## src/core/ofd_cfg.svh

```systemverilog
// register offsets, field layouts and reset values of the frequency window detectors
`ifndef OFD_CFG_SVH
`define OFD_CFG_SVH
`define OFD_FREQ_W       16
`define OFD_SEL_W        8
`define OFD_NUM_DO       3
`define OFD_NUM_DET      4
// register byte offsets
`define OFD_ADDR_CTRL    12'h000
`define OFD_ADDR_LVL2    12'h004
`define OFD_ADDR_WID2    12'h008
`define OFD_ADDR_LVL3    12'h00C
`define OFD_ADDR_WID3    12'h010
`define OFD_ADDR_LVL5    12'h014
`define OFD_ADDR_LVL6    12'h018
`define OFD_ADDR_SEL     12'h01C
`define OFD_ADDR_DET     12'h020
`define OFD_ADDR_ISTAT   12'h024
`define OFD_ADDR_IEN     12'h028
`define OFD_ADDR_ICLR    12'h02C
// selection codes
`define OFD_CODE_DET3    8'h32
`define OFD_CODE_DET4    8'h33
`define OFD_CODE_DET5    8'h34
`define OFD_CODE_DET6    8'h35
// ctrl fields
`define OFD_CTRL_ACCEL   0
`define OFD_CTRL_DECEL   1
`define OFD_RST_FREQ     16'h0000
`define OFD_RST_SEL      8'h00
// det6..det3 after reset: three and five off, their complements on
`define OFD_RST_DET      4'hA
`endif

```

## src/core/ofd_pkg.sv

```systemverilog
// types shared by the frequency window detector files
package ofd_pkg;
   typedef enum logic [1:0] {
      OFD_DIR_STEADY = 2'b00,
      OFD_DIR_ACCEL  = 2'b01,
      OFD_DIR_DECEL  = 2'b10
   } ofd_dir_e;

   typedef struct packed {
      logic [15:0] rise_lvl;
      logic [15:0] rise_wid;
      logic [15:0] fall_lvl;
   } ofd_thr_s;

   typedef logic [7:0] ofd_sel_t;
endpackage : ofd_pkg

```

## src/core/ofd_hyst.sv

```systemverilog
// one hysteretic detector: a single signal; its complement is formed in the top level
`include "ofd_cfg.svh"
module ofd_hyst
   import ofd_pkg::*;
(
   input  wire logic          clk_sys,
   input  wire logic          rstn,
   input  wire logic [15:0]   freq,
   input  wire ofd_dir_e      dir,
   input  wire ofd_thr_s      thr,
   output logic               det_q
);
   logic        det_d;
   logic [16:0] rise_sum;

   // widened so that level plus width never wraps
   assign rise_sum = {1'b0, thr.rise_lvl} + {1'b0, thr.rise_wid};

   always_comb begin
      det_d = det_q;
      case (dir)
         OFD_DIR_ACCEL: begin
            if ({1'b0, freq} > rise_sum) det_d = 1'b1;
         end
         OFD_DIR_DECEL: begin
            if (freq <= thr.fall_lvl) det_d = 1'b0;
         end
         default: det_d = det_q;
      endcase
   end

   always_ff @(posedge clk_sys) begin
      if (!rstn) det_q <= 1'b0;
      else       det_q <= det_d;
   end

   property p_hold;
      @(posedge clk_sys) disable iff (!rstn)
      (dir == OFD_DIR_STEADY) |=> $stable(det_q);
   endproperty
   a_hold: assert property (p_hold) else $error("detector changed while steady");

   property p_rise;
      @(posedge clk_sys) disable iff (!rstn)
      (dir == OFD_DIR_ACCEL && {1'b0, freq} > rise_sum) |=> det_q;
   endproperty
   a_rise: assert property (p_rise) else $error("detector not set on rise crossing");

   property p_fall;
      @(posedge clk_sys) disable iff (!rstn)
      (dir == OFD_DIR_DECEL && freq <= thr.fall_lvl) |=> !det_q;
   endproperty
   a_fall: assert property (p_fall) else $error("detector not cleared on fall crossing");
endmodule : ofd_hyst

```

## src/core/ofd_top.sv

```systemverilog
// frequency window detectors three to six with apb registers and output routing
`include "ofd_cfg.svh"
// Functional notes
// - det3 on when accelerating above level2+width2
// - det3 off when decelerating to level5
// - selector code 50 routes det3
// - det4 off when accelerating above level2+width2
// - det4 on when decelerating to level5
// - selector code 51 routes det4
// - det5 on when accelerating above level3+width3
// - det5 off when decelerating to level6
// - selector code 52 routes det5
// - det6 off when accelerating above level3+width3
// - det6 on when decelerating to level6
// - selector code 53 routes det6
module ofd_top
   import ofd_pkg::*;
(
   input  wire logic          clk_sys,
   input  wire logic          rstn,
   input  wire logic          psel,
   input  wire logic          penable,
   input  wire logic          pwrite,
   input  wire logic [11:0]   paddr,
   input  wire logic [31:0]   pwdata,
   output logic      [31:0]   prdata,
   output logic               pready,
   output logic               pslverr,
   input  wire logic [15:0]   out_freq,
   output logic      [2:0]    dout_q,
   output logic               irq_q
);
   ////////////////////////////////////////////////////////////////
   logic [15:0] lvl2_q, wid2_q, lvl3_q, wid3_q, lvl5_q, lvl6_q;
   logic [15:0] lvl2_d, wid2_d, lvl3_d, wid3_d, lvl5_d, lvl6_d;
   logic [1:0]  ctrl_q, ctrl_d;
   logic [7:0]  sel_q [3];
   logic [7:0]  sel_d [3];
   logic [3:0]  ien_q, ien_d, istat_q, istat_d;
   logic [31:0] prdata_d;
   logic        pready_d, pslverr_d;
   logic        wr_en, rd_en, hit;
   ofd_dir_e    dir;
   ofd_thr_s    thr_a, thr_b;
   logic        raw_a, raw_b;
   logic [3:0]  det, det_prev_q;
   logic [2:0]  dout_d;
   logic        irq_d;

   // access phase taken on the first penable cycle; answer one cycle later
   assign wr_en = psel && penable && !pready && pwrite;
   assign rd_en = psel && penable && !pready && !pwrite;

   // both direction bits set is treated as steady so nothing moves
   assign dir = (ctrl_q == 2'b01) ? OFD_DIR_ACCEL :
                (ctrl_q == 2'b10) ? OFD_DIR_DECEL : OFD_DIR_STEADY;

   assign thr_a = '{rise_lvl: lvl2_q, rise_wid: wid2_q, fall_lvl: lvl5_q};
   assign thr_b = '{rise_lvl: lvl3_q, rise_wid: wid3_q, fall_lvl: lvl6_q};

   ofd_hyst u_hyst_a (
      .clk_sys (clk_sys),
      .rstn    (rstn),
      .freq    (out_freq),
      .dir     (dir),
      .thr     (thr_a),
      .det_q   (raw_a)
   );

   ofd_hyst u_hyst_b (
      .clk_sys (clk_sys),
      .rstn    (rstn),
      .freq    (out_freq),
      .dir     (dir),
      .thr     (thr_b),
      .det_q   (raw_b)
   );

   // four and six are the complements of three and five
   assign det = {~raw_b, raw_b, ~raw_a, raw_a};

   ////////////////////////////////////////////////////////////////
   always_comb begin
      ctrl_d    = ctrl_q;
      lvl2_d    = lvl2_q;
      wid2_d    = wid2_q;
      lvl3_d    = lvl3_q;
      wid3_d    = wid3_q;
      lvl5_d    = lvl5_q;
      lvl6_d    = lvl6_q;
      sel_d     = sel_q;
      ien_d     = ien_q;
      hit       = 1'b1;
      prdata_d  = 32'h0000_0000;
      pready_d  = psel && penable && !pready;
      pslverr_d = 1'b0;
      case (paddr)
         `OFD_ADDR_CTRL: begin
            prdata_d = {30'h0000_0000, ctrl_q};
            if (wr_en) ctrl_d = pwdata[1:0];
         end
         `OFD_ADDR_LVL2: begin
            prdata_d = {16'h0000, lvl2_q};
            if (wr_en) lvl2_d = pwdata[15:0];
         end
         `OFD_ADDR_WID2: begin
            prdata_d = {16'h0000, wid2_q};
            if (wr_en) wid2_d = pwdata[15:0];
         end
         `OFD_ADDR_LVL3: begin
            prdata_d = {16'h0000, lvl3_q};
            if (wr_en) lvl3_d = pwdata[15:0];
         end
         `OFD_ADDR_WID3: begin
            prdata_d = {16'h0000, wid3_q};
            if (wr_en) wid3_d = pwdata[15:0];
         end
         `OFD_ADDR_LVL5: begin
            prdata_d = {16'h0000, lvl5_q};
            if (wr_en) lvl5_d = pwdata[15:0];
         end
         `OFD_ADDR_LVL6: begin
            prdata_d = {16'h0000, lvl6_q};
            if (wr_en) lvl6_d = pwdata[15:0];
         end
         `OFD_ADDR_SEL: begin
            prdata_d = {8'h00, sel_q[2], sel_q[1], sel_q[0]};
            if (wr_en) begin
               sel_d[0] = pwdata[7:0];
               sel_d[1] = pwdata[15:8];
               sel_d[2] = pwdata[23:16];
            end
         end
         `OFD_ADDR_DET: prdata_d = {25'h000_0000, dout_q, det};
         `OFD_ADDR_ISTAT: prdata_d = {28'h000_0000, istat_q};
         `OFD_ADDR_IEN: begin
            prdata_d = {28'h000_0000, ien_q};
            if (wr_en) ien_d = pwdata[3:0];
         end
         `OFD_ADDR_ICLR: prdata_d = 32'h0000_0000;
         default: hit = 1'b0;
      endcase
      if (!hit && pready_d) pslverr_d = 1'b1;
      if (!rd_en) prdata_d = 32'h0000_0000;
   end

   // sticky on any detector edge; a new edge wins over a clear in the same cycle
   always_comb begin
      istat_d = istat_q;
      if (wr_en && paddr == `OFD_ADDR_ICLR) istat_d = istat_q & ~pwdata[3:0];
      istat_d = istat_d | (det ^ det_prev_q);
      irq_d   = |(istat_d & ien_d);
   end

   ////////////////////////////////////////////////////////////////
   // output routing; unknown codes leave the output off
   always_comb begin
      for (int i = 0; i < `OFD_NUM_DO; i++) begin
         case (sel_q[i])
            `OFD_CODE_DET3: dout_d[i] = det[0];
            `OFD_CODE_DET4: dout_d[i] = det[1];
            `OFD_CODE_DET5: dout_d[i] = det[2];
            `OFD_CODE_DET6: dout_d[i] = det[3];
            default:        dout_d[i] = 1'b0;
         endcase
      end
   end

   always_ff @(posedge clk_sys) begin
      if (!rstn) begin
         ctrl_q     <= 2'b00;
         lvl2_q     <= `OFD_RST_FREQ;
         wid2_q     <= `OFD_RST_FREQ;
         lvl3_q     <= `OFD_RST_FREQ;
         wid3_q     <= `OFD_RST_FREQ;
         lvl5_q     <= `OFD_RST_FREQ;
         lvl6_q     <= `OFD_RST_FREQ;
         sel_q      <= '{`OFD_RST_SEL, `OFD_RST_SEL, `OFD_RST_SEL};
         ien_q      <= 4'h0;
         istat_q    <= 4'h0;
         det_prev_q <= `OFD_RST_DET;
         prdata     <= 32'h0000_0000;
         pready     <= 1'b0;
         pslverr    <= 1'b0;
         dout_q     <= 3'h0;
         irq_q      <= 1'b0;
      end else begin
         ctrl_q     <= ctrl_d;
         lvl2_q     <= lvl2_d;
         wid2_q     <= wid2_d;
         lvl3_q     <= lvl3_d;
         wid3_q     <= wid3_d;
         lvl5_q     <= lvl5_d;
         lvl6_q     <= lvl6_d;
         sel_q      <= sel_d;
         ien_q      <= ien_d;
         istat_q    <= istat_d;
         det_prev_q <= det;
         prdata     <= prdata_d;
         pready     <= pready_d;
         pslverr    <= pslverr_d;
         dout_q     <= dout_d;
         irq_q      <= irq_d;
      end
   end

   ////////////////////////////////////////////////////////////////
   property p_det3_route;
      @(posedge clk_sys) disable iff (!rstn)
      (sel_q[0] == `OFD_CODE_DET3) |=> (dout_q[0] == $past(det[0]));
   endproperty
   a_det3_route: assert property (p_det3_route) else $error("code 50 not routed");

   property p_det4_route;
      @(posedge clk_sys) disable iff (!rstn)
      (sel_q[1] == `OFD_CODE_DET4) |=> (dout_q[1] == $past(det[1]));
   endproperty
   a_det4_route: assert property (p_det4_route) else $error("code 51 not routed");

   property p_det5_route;
      @(posedge clk_sys) disable iff (!rstn)
      (sel_q[2] == `OFD_CODE_DET5) |=> (dout_q[2] == $past(det[2]));
   endproperty
   a_det5_route: assert property (p_det5_route) else $error("code 52 not routed");

   property p_det6_route;
      @(posedge clk_sys) disable iff (!rstn)
      (sel_q[0] == `OFD_CODE_DET6) |=> (dout_q[0] == $past(det[3]));
   endproperty
   a_det6_route: assert property (p_det6_route) else $error("code 53 not routed");

   property p_det3_fall;
      @(posedge clk_sys) disable iff (!rstn)
      (dir == OFD_DIR_DECEL && out_freq <= lvl5_q) |=> (!det[0] && det[1]);
   endproperty
   a_det3_fall: assert property (p_det3_fall) else $error("det3/4 fall wrong");

   property p_det4_rise;
      @(posedge clk_sys) disable iff (!rstn)
      (dir == OFD_DIR_ACCEL && {1'b0, out_freq} > ({1'b0, lvl2_q} + {1'b0, wid2_q})) |=> !det[1];
   endproperty
   a_det4_rise: assert property (p_det4_rise) else $error("det4 not off on rise");

   property p_det5_rise;
      @(posedge clk_sys) disable iff (!rstn)
      (dir == OFD_DIR_ACCEL && {1'b0, out_freq} > ({1'b0, lvl3_q} + {1'b0, wid3_q})) |=> (det[2] && !det[3]);
   endproperty
   a_det5_rise: assert property (p_det5_rise) else $error("det5/6 rise wrong");

   property p_det6_fall;
      @(posedge clk_sys) disable iff (!rstn)
      (dir == OFD_DIR_DECEL && out_freq <= lvl6_q) |=> (det[3] && !det[2]);
   endproperty
   a_det6_fall: assert property (p_det6_fall) else $error("det5/6 fall wrong");

   property p_det3_rise;
      @(posedge clk_sys) disable iff (!rstn)
      (dir == OFD_DIR_ACCEL && {1'b0, out_freq} > ({1'b0, lvl2_q} + {1'b0, wid2_q})) |=> (det[0] && !det[1]);
   endproperty
   a_det3_rise: assert property (p_det3_rise) else $error("det3 not on at rise");

   property p_det4_fall;
      @(posedge clk_sys) disable iff (!rstn)
      (dir == OFD_DIR_DECEL && out_freq <= lvl5_q) |=> det[1];
   endproperty
   a_det4_fall: assert property (p_det4_fall) else $error("det4 not on at fall");

   property p_det5_fall;
      @(posedge clk_sys) disable iff (!rstn)
      (dir == OFD_DIR_DECEL && out_freq <= lvl6_q) |=> !det[2];
   endproperty
   a_det5_fall: assert property (p_det5_fall) else $error("det5 not off at fall");

   property p_det6_rise;
      @(posedge clk_sys) disable iff (!rstn)
      (dir == OFD_DIR_ACCEL && {1'b0, out_freq} > ({1'b0, lvl3_q} + {1'b0, wid3_q})) |=> !det[3];
   endproperty
   a_det6_rise: assert property (p_det6_rise) else $error("det6 not off at rise");

   // inside the window neither direction may move a detector
   property p_hold_a;
      @(posedge clk_sys) disable iff (!rstn)
      ((dir == OFD_DIR_ACCEL && {1'b0, out_freq} <= ({1'b0, lvl2_q} + {1'b0, wid2_q})) ||
       (dir == OFD_DIR_DECEL && out_freq > lvl5_q)) |=> $stable(det[1:0]);
   endproperty
   a_hold_a: assert property (p_hold_a) else $error("det3/4 moved inside window");

   property p_hold_b;
      @(posedge clk_sys) disable iff (!rstn)
      ((dir == OFD_DIR_ACCEL && {1'b0, out_freq} <= ({1'b0, lvl3_q} + {1'b0, wid3_q})) ||
       (dir == OFD_DIR_DECEL && out_freq > lvl6_q)) |=> $stable(det[3:2]);
   endproperty
   a_hold_b: assert property (p_hold_b) else $error("det5/6 moved inside window");

   property p_ready_pulse;
      @(posedge clk_sys) disable iff (!rstn)
      pready |=> !pready;
   endproperty
   a_ready_pulse: assert property (p_ready_pulse) else $error("pready held over one cycle");

   property p_err_with_ready;
      @(posedge clk_sys) disable iff (!rstn)
      pslverr |-> pready;
   endproperty
   a_err_with_ready: assert property (p_err_with_ready) else $error("pslverr without pready");

   property p_irq_level;
      @(posedge clk_sys) disable iff (!rstn)
      1'b1 |-> (irq_q == |(istat_q & ien_q));
   endproperty
   a_irq_level: assert property (p_irq_level) else $error("irq mismatch");
endmodule : ofd_top

```

## config.mk

```make
export PLATFORM = sky130hd
export DESIGN_NAME = ofd_top
export DESIGN_NICKNAME = d
export VERILOG_FILES = /design/src/core/ofd_pkg.sv /design/src/core/ofd_hyst.sv /design/src/core/ofd_top.sv
export VERILOG_INCLUDE_DIRS = /design/src /design/src/core
export SDC_FILE = /design/constraint.sdc
export NUM_CORES = 1
export LEC_CHECK = 0
export ABC_AREA = 1
export BUFFER_PORTS_ARGS = -buffer_cell sky130_fd_sc_hd__buf_2
export CAP_MARGIN = 20
export CORE_MARGIN = 2
export CORE_UTILIZATION = 30
export CTS_BUF_LIST = sky130_fd_sc_hd__clkbuf_4
export CTS_CLUSTER_DIAMETER = 40
export DETAILED_ROUTE_END_ITERATION = 8
export GPL_ROUTABILITY_DRIVEN = 0
export SKIP_CTS_REPAIR_TIMING = 1
export SYNTH_ARGS = -nofsm -noshare
export SYNTH_HDL_FRONTEND = slang
export SYNTH_SLANG_ARGS = --single-unit
```

## constraint.sdc

```tcl
create_clock -name clk_sys -period 6.76 [get_ports clk_sys]
set_input_delay 0.338 -clock clk_sys [delete_from_list [all_inputs] [get_ports clk_sys]]
set_output_delay 0.338 -clock clk_sys [all_outputs]
set_load 0.005 [all_outputs]
```

==> results of run 1 <==
## layout make-up
cell class,count,area [um^2]
timing repair buffer,99,568
tap,402,503
clock inverter,15,184
multi-input combinational,845,5220
inverter,200,751
fill,3310,20800
clock buffer,17,128
sequential,166,3320
antenna,1,2.50
## path summary, 6_finish.rpt
kind                    endpoint  slack (ns)  depth (start not counted)
setup / recovery  u_hyst_a.det_q        3.38                         23
hold / removal          sel_q[7]       0.004                          3
setup reg to reg  u_hyst_a.det_q        3.38                         23
hold reg to reg        dout_q[2]        0.44                          1
## layer usage
| layer | up-vias | track usage, % | wire, um |
|---|---|---|---|
| li1 | 4402 | - | - |
| met1 | 4025 | 25.0 | 13800 |
| met2 | 339 | 27.9 | 13000 |
| met3 | 36 | 2.77 | 2160 |
| met4 | 0 | 5.23 | 478 |
| met5 | - | 0 | 0 |
## cell usage after synthesis (all sizes together) (24+ instances only)
cell	n	area, um^2
clkbuf	37	139
buf	24	164
a21oi	186	942
inv	200	751
nand3	30	165
o22ai	49	307
o21ai	149	749
ha	98	1230
dfxtp	166	3320
nor2	60	290
nand2	152	591
## worst max-delay path, delay by kind of cell (launching register included)
family	cells	cell delay [ns]
xor+xnor	1	0.15
buf+inv	2	0.12
simple gates	13	0.99
fa+ha+maj	3	0.93
flops	1	0.34
compound gates	4	0.77
## per-stage QoR
stage	power, mW	worst slack, ns
2_1_floorplan	1.07	3.88
3_3_place_gp	1.12	3.39
3_5_place_dp	1.12	3.39
4_1_cts	1.77	3.38
5_1_grt	1.84	3.10
6_report	1.76	3.38
## state kept, by name (all words and copies together), names as in the netlist, 16 cells and up
register	cells
lvl2_q	16
lvl3_q	16
lvl5_q	16
lvl6_q	16
prdata	24
sel_q	24
wid2_q	16
wid3_q	16
## kinds of logic after synthesis
| logic type | Yosys count | synth area share, % |
|---|---|---|
| XOR/XNOR | 35 | 3.20 |
| flip-flops | 166 | 34.7 |
| AND/OR/NAND/NOR | 280 | 13.6 |
| other | 1 | 0.0392 |
| adder cells (fa/ha/maj) | 100 | 13.2 |
| AO/OA/AOI/OAI | 422 | 24.2 |
| buffers and inverters | 261 | 11.0 |
## report_power, final
| group | internal [mW] | leakage (nW) | switching [mW] |
|---|---|---|---|
| sequential | 0.979 | 1.34 | 0.000195 |
| combinational | 0.0453 | 2.78 | 0.0816 |
| clock | 0.236 | 0.162 | 0.417 |
| total | 1.26 | 4.28 | 0.498 |
==> impl_metrics.toml, run 1 <==
[layout]
stdcell_count = 1745
layout_commonest_cell = "inv_1"
fin_util_pct = 33.9
drive_above_1_share_pct = 12.8
final_cell_mix = "inv_1, a21oi_1, dfxtp_1"
syn2layout_area_growth_pct = 11.6
design_area_um2 = 10700
nets = 1494

[drt]
wire_per_inst_um = 16.9
drt_iter0_drc = 687
vias = 8802
dr.pass1.iters = 5
totalWireLength_mm = 29.4
viasPerCell = 5.04
detail-route-antenna-nets = 0
drc = 0

[clock_network]
clk_latency_ns = 0.62
htree_levels = 4
clk_path_buf_depth = 2
numCtsBuffers = 17
clkSinkCount = 166
clk_transition_reported_paths_ns = 0.17
cts_tree = "done"
clockRootBuffer = "clkbuf_4"

[floorplanning]
ios = 103
core_region_area_um2 = 31500
dieArea_um2 = 33300
start_util_pct = 30.4
die_y_um = 183
placementRows = 65
chipWidth_um = 183

[worst_setup_path]
slowest_delay_ns = 0.41
cp-end-kind = "register"
crit_fanout = 3
cp_cell_sequence = "ha_1, fa_1, nand3_1, nand2_1, a21oi_1, inv_1, a21o_1, nand3_1, nand2_1, xor2_1, ha_1, nand2_1, inv_1, nand3_1, nor2_1, nand2_1, o311ai_0, a21oi_1, nand2_1, nand2_1, nand3_1, nand2_1, nor2_1"
r2r-start = "lvl2_q[0]"
worstPathRequired_ns = 7.31
start_kind = "register"
slowest_stage = "fa_1"
cp_common_cell = "nand2_1"
path_class = "reg2reg"
crit_arrival_ns = 3.92
crit_start = "lvl2_q[0]"

[timing]
finalCritPeriodShare_pct = 50.0
slew_headroom_pct = 31.7
finalCriticalPeriod_ns = 3.38
drv_slew = 0
rsz0062_at_grt = "false"
tightestPinTransition_ns = 1.02
finalSetupViolations = 0
fin_skew_ns = 0.0269
setup_tns_ns = 0
hold_viol_final = 0
holdWs_ns = 0.00350
fmax_mhz = 296

[yosys]
ys_ff_latch = 166
syn-mean-instance-area_um2 = 7.56
netlist_area_um2 = 9570
synth-edff-count = 0
synthArstFlopShare_pct = 0
yosysWarnings = 0
ys_seq_area_share_pct = 34.7
synthFlopType = "dfxtp_1"
synth_cells = 1265
synth_cell_type_count = 49

[grt]
antenna_found_initial = 1
grt_pass1_vias = 8321
grt_pass1_wl_mm = 45.3
grt-ovfl-total = 0
grt_max_degree = 75
track_usage_pct = 17.7

[placed_design]
io_buffers = 86
dp_cells = 1705
dp_hpwl_mm = 21.8
dpl_cell_area_um2 = 10300

[hold_path]
worstHoldStart = "pwdata[23]"
hp-class = "in2reg"

[job]
maxCapViolCount = 0

[power]
p_leak_nw = 4.28
powerDensity_nw_per_um2 = 165
ir_drop_mv = 0.0866

[outcome]
status = "finished clean"
No activity file was read; power rests on OpenSTA's default activity.
==> run 2, diff against run 1 <==
==> constraint.sdc (replaced) <==
create_clock -name clk_sys -period 3.4 [get_ports clk_sys]
set_input_delay 0.17 -clock clk_sys [delete_from_list [all_inputs] [get_ports clk_sys]]
set_output_delay 0.17 -clock clk_sys [all_outputs]
set_load 0.005 [all_outputs]
==> run 2 against run 1 <==
Compared with the run above: worst setup slack got worse by 3.1 ns; highest routed layer unchanged; combinational power rose by 110%; sequential power rose by 99%; flip-flop and latch count did not move; critical path type unchanged; routed wire length fell by 0.77%; critical path depth did not move; power rose by 93%; global-route usage fell by 0.49 points; hold slack improved by 0.041 ns.
==> impl_metrics.toml, run 2 (same netlist as run 1, synthesis figures left out) <==
[floorplanning]
start_util_pct = 30.4
die_y_um = 183
placementRows = 65
ios = 103
chipWidth_um = 183
dieArea_um2 = 33300
core_region_area_um2 = 31500

[worst_setup_path]
crit_start = "wid2_q[2]"
worstPathRequired_ns = 3.89
start_kind = "register"
crit_fanout = 4
path_class = "reg2reg"
crit_arrival_ns = 3.65
r2r-start = "wid2_q[2]"
cp-end-kind = "register"

[hold_path]
worstHoldStart = "pwdata[1]"
hp-class = "in2reg"

[power]
p_seq_share_pct = 57.2
combPwrFrac_pct = 8.0
power_frac_clock_pct = 34.7
ir_drop_mv = 0.246
p_int_mw = 2.49
switching_share_pct = 26.7
powerDensity_nw_per_um2 = 310
p_leak_nw = 4.39
p_switching_mw = 0.909
finalPower_mw = 3.40

[drt]
totalWireLength_mm = 29.2
drc = 0
detail-route-antenna-nets = 0
wire_per_inst_um = 16.4
vias = 8875
dr.pass1.iters = 6
viasPerCell = 4.99
drt_iter0_drc = 692

[clock_network]
clk_latency_ns = 0.59
clockRootBuffer = "clkbuf_4"
htree_levels = 4
clk_transition_reported_paths_ns = 0.15
numCtsBuffers = 17
clkSinkCount = 166
cts_tree = "done"
clk_path_buf_depth = 2

[job]
maxCapViolCount = 0

[grt]
grt_pass1_vias = 7969
track_usage_pct = 17.2
antenna_found_initial = 1
grt_pass1_wl_mm = 44.1
grt-ovfl-total = 0
grt_max_degree = 92

[timing]
finalSetupViolations = 0
slew_headroom_pct = 46.9
tightestPinTransition_ns = 0.797
finalCriticalPeriod_ns = 3.16
drv_slew = 0
holdWs_ns = 0.0444
fin_skew_ns = 0.0252
rsz0062_at_grt = "true"
hold_viol_final = 0
finalCritPeriodShare_pct = 93.0
setup_ws_ns = 0.238
fmax_mhz = 316

[layout]
nets = 1527
drive_above_1_share_pct = 14.4
syn2layout_area_growth_pct = 14.8
final_cell_mix = "inv_1, a21oi_1, dfxtp_1"
top_regs = "prdata (24), sel_q (24)"
stdcell_count = 1779
layout_commonest_cell = "inv_1"

[outcome]
status = "finished clean"

[placed_design]
dp_cells = 1713
pre_cts_slack_ns = 0.0899
io_buffers = 86
dp_hpwl_mm = 21.8
run 2: cell types whose count changed in the layout (fill, tap and decap cells not counted), moves of 3 or more:
cell           before  now
a21oi_1           183  178
a21oi_2             3    6
buf_4               6   21
dlygate4sd3_1       5   25
inv_6               7    4
nand2_1           146  143
nand2_2             5    8
run 2: final timing paths:
path | cells after the start | slack [ns] | to
worst max-delay path | 23 | 0.24 | u_hyst_a.det_q
worst min-delay path | 3 | 0.04 | wid3_q[1]
worst max register to register | 23 | 0.24 | u_hyst_a.det_q
worst min register to register | 1 | 0.45 | dout_q[2]
run 2: stage by stage:
step	setup TNS [ns]	instance area, um^2	util [%]
final	0	11000	34.9
after global routing	-0.0277	11000	34.9
after CTS	0	10600	33.7
after detailed placement	0	10300	32.8
after global placement	0	10300	32.8
after floorplan	0	9590	-
run 2: per-layer routing:
layer	GRT usage [%]	wire length [um]
met2	26.4	12700
met5	0	0
met3	3.39	1720
met4	4.19	548
met1	24.8	14300
run 2: power by group through the flow:
stage / combinational (mW) / clock [mW] / sequential, mW
6_report: 0.273 / 1.18 / 1.95
5_1_grt: 0.312 / 1.29 / 1.95
4_1_cts: 0.249 / 1.22 / 1.95
3_5_place_dp: 0.248 / 0 / 1.99
3_3_place_gp: 0.243 / 0 / 1.99
2_1_floorplan: 0.147 / 0 / 1.99
run 2: critical path, cell delays in order, from the launching register on:
cell	delay (ns)
dfxtp_1	0.35
ha_2	0.38
nand3_1	0.08
nand2_1	0.12
a21oi_2	0.09
o21ai_2	0.19
a21boi_2	0.09
o21ai_1	0.20
nand3_1	0.11
nand2_1	0.09
xor2_1	0.19
ha_1	0.26
nand2_1	0.07
inv_1	0.05
nand3_1	0.06
nor2_1	0.04
nand2_1	0.07
o311ai_0	0.12
a21oi_1	0.17
nand2_1	0.10
nand2_2	0.07
nand3_1	0.06
nand2_1	0.06
nor2_1	0.05
run 2: area by class of cell:
type	count	area, um^2
diodes	2	5.00
repair buffers	132	838
clock inverters	15	153
clock buffers	17	128
inverters	200	751
flip-flops and latches	166	3320
multi-input cells	845	5280
fillers	3305	20500
well taps	402	503
==> run 3, diff against run 2 <==
--- a/config.mk
+++ b/config.mk
@@ -15,6 +15,7 @@
 export CTS_CLUSTER_DIAMETER = 40
 export DETAILED_ROUTE_END_ITERATION = 8
 export GPL_ROUTABILITY_DRIVEN = 0
+export MAX_ROUTING_LAYER = met4
 export SKIP_CTS_REPAIR_TIMING = 1
 export SYNTH_ARGS = -nofsm -noshare
 export SYNTH_HDL_FRONTEND = slang
==> constraint.sdc (replaced) <==
create_clock -name clk_sys -period 2.7 [get_ports clk_sys]
set_input_delay 0.135 -clock clk_sys [delete_from_list [all_inputs] [get_ports clk_sys]]
set_output_delay 0.135 -clock clk_sys [all_outputs]
set_load 0.005 [all_outputs]
==> run 3 against run 2 <==
Compared with the run above: sequential power increased by 26%; highest routed layer unchanged; design area increased by 5.5%; the run now ends with setup timing left; hold slack improved by 0.049 ns; critical path type unchanged; global-route usage increased by 1.7 points; sequential share of layout area decreased by 1.5 points.
==> impl_metrics.toml, run 3 (same netlist as run 1, synthesis figures left out) <==
[timing]
finalCritPeriodShare_pct = 108
holdWs_ns = 0.0938
setup_ws_ns = -0.216
hold_viol_final = 0
finalCriticalPeriod_ns = 2.92
drv_slew = 0
fmax_mhz = 343
rsz0062_at_grt = "true"
finalSetupViolations = 2
slew_headroom_pct = 45.2
tightestPinTransition_ns = 0.801
fin_skew_ns = 0.0375

[placed_design]
pre_cts_slack_ns = -0.244
dp_hpwl_mm = 23.4
dpl_cell_area_um2 = 10800
io_buffers = 86

[worst_setup_path]
r2r-start = "wid2_q[0]"
crit_arrival_ns = 3.46
critPathTopFamily = "simple AND/OR/NAND/NOR gates"
slowest_delay_ns = 0.37
start_kind = "register"
crit_fanout = 3
crit_buf_inv = 2
slowest_stage = "dfxtp_2"
reg2reg_depth = 23
regToRegSetupSlack_ns = -0.22
worstPathRequired_ns = 3.24
cp_common_cell = "nand2_1"
cp_cell_sequence = "ha_4, fa_2, nand3_2, nand2_2, a21oi_2, inv_1, a21o_1, nand3_1, nand2_1, xor2_1, ha_1, nand2_1, inv_1, nand3_1, nor2_1, nand2_1, o311ai_1, a21oi_1, nand2_1, nand2_1, nand3_1, nand2_1, nor2_1"
regToRegEndpoint = "u_hyst_a.det_q"
path_class = "reg2reg"
cp-end-kind = "register"

[drt]
viasPerCell = 5.06
wire_per_inst_um = 17.0
dr.pass1.iters = 7
totalWireLength_mm = 31.2
vias = 9308
drt_iter0_drc = 731
detail-route-antenna-nets = 0
drc = 0

[grt]
grt-ovfl-total = 0
grt_pass1_vias = 8536
grt_max_degree = 126
antenna_found_initial = 1
grt_pass1_wl_mm = 47.5
track_usage_pct = 18.9

[hold_path]
worstHoldStart = "paddr[5]"
hp-class = "in2reg"
holdPathStages = 6
hold_path_end = "ctrl_q[1]"

[clock_network]
clkSinkCount = 166
clk_latency_ns = 0.63
cts_tree = "done"
numCtsBuffers = 17
clk_transition_reported_paths_ns = 0.16
clk_path_buf_depth = 2
htree_levels = 4
clockRootBuffer = "clkbuf_4"

[layout]
nets = 1589
top_regs = "prdata (24), sel_q (24)"
drive_above_1_share_pct = 19.2
layout_commonest_cell = "inv_1"
design_area_um2 = 11600
final_cell_mix = "inv_1, a21oi_1, dfxtp_1"
syn2layout_area_growth_pct = 21.1

[outcome]
violations = "setup timing"
status = "finished, violations left"

[power]
ir_drop_mv = 0.228
finalPower_mw = 4.26
p_leak_nw = 4.70
powerDensity_nw_per_um2 = 368

[floorplanning]
chipWidth_um = 183
dieArea_um2 = 33300
ios = 103
die_y_um = 183
core_region_area_um2 = 31500
placementRows = 65
start_util_pct = 30.4

[job]
maxCapViolCount = 0
run 3: changes by cell type in the layout (fill, tap and decap cells not counted), sizes merged:
cell and change:
buf +50, dlygate4sd3 +12, inv +6, bufinv -2
clkinv -2, clkinvlp -2, diode -1
run 3: metrics by stage:
stage	TNS (ns)	util (%)	std cells
2_1_floorplan	-0.0640	-	1272
3_3_place_gp	-0.379	34.3	1767
3_5_place_dp	-0.477	34.3	1767
4_1_cts	-0.509	35.2	1799
5_1_grt	-0.882	36.8	1840
6_report	-0.369	36.8	1840
run 3: cell type report:
cell class | instances | area (um^2)
inverter | 200 | 751
multi-input combinational | 845 | 5380
fill | 3267 | 19900
tap | 402 | 503
timing repair buffer | 194 | 1350
clock buffer | 17 | 128
sequential | 166 | 3340
clock inverter | 15 | 136
antenna | 1 | 2.50
run 3: worst reg2reg max path, cell delays in order (launching register included):
cell and delay [ns]:
dfxtp_2 0.37, ha_4 0.16, fa_2 0.35, nand3_2 0.07, nand2_2 0.06, a21oi_2 0.14
inv_1 0.06, a21o_1 0.18, nand3_1 0.08, nand2_1 0.07, xor2_1 0.15, ha_1 0.30
nand2_1 0.07, inv_1 0.06, nand3_1 0.08, nor2_1 0.05, nand2_1 0.06, o311ai_1 0.08
a21oi_1 0.15, nand2_1 0.07, nand2_1 0.08, nand3_1 0.07, nand2_1 0.06, nor2_1 0.05
run 3: worst max path at each step:
stage / cells past startpoint / slack, ns / startpoint / endpoint
floorplan: 23 / -0.06 / wid2_q[0] / u_hyst_a.det_q
global placement: 23 / -0.22 / wid2_q[0] / u_hyst_a.det_q
detailed placement: 21 / -0.24 / lvl3_q[2] / u_hyst_b.det_q
CTS: 21 / -0.27 / lvl3_q[2] / u_hyst_b.det_q
global route: 23 / -0.46 / wid2_q[0] / u_hyst_a.det_q
finish: 23 / -0.22 / wid2_q[0] / u_hyst_a.det_q
run 3: report_power, final:
group | switching (mW) | leakage, nW | total [mW] | internal, mW
Combinational | 0.221 | 3.21 | 0.372 | 0.151
Clock | 1.03 | 0.144 | 1.44 | 0.405
Sequential | 0.000632 | 1.34 | 2.45 | 2.45
Total | 1.25 | 4.70 | 4.26 | 3.01
run 3: per-layer routing:
layer	up-vias	wire, um	global-route usage (%)
li1	4600	-	-
met1	4341	14600	25.4
met2	325	14100	29.3
met3	42	1940	2.75
met4	0	612	5.81
met5	-	0	-
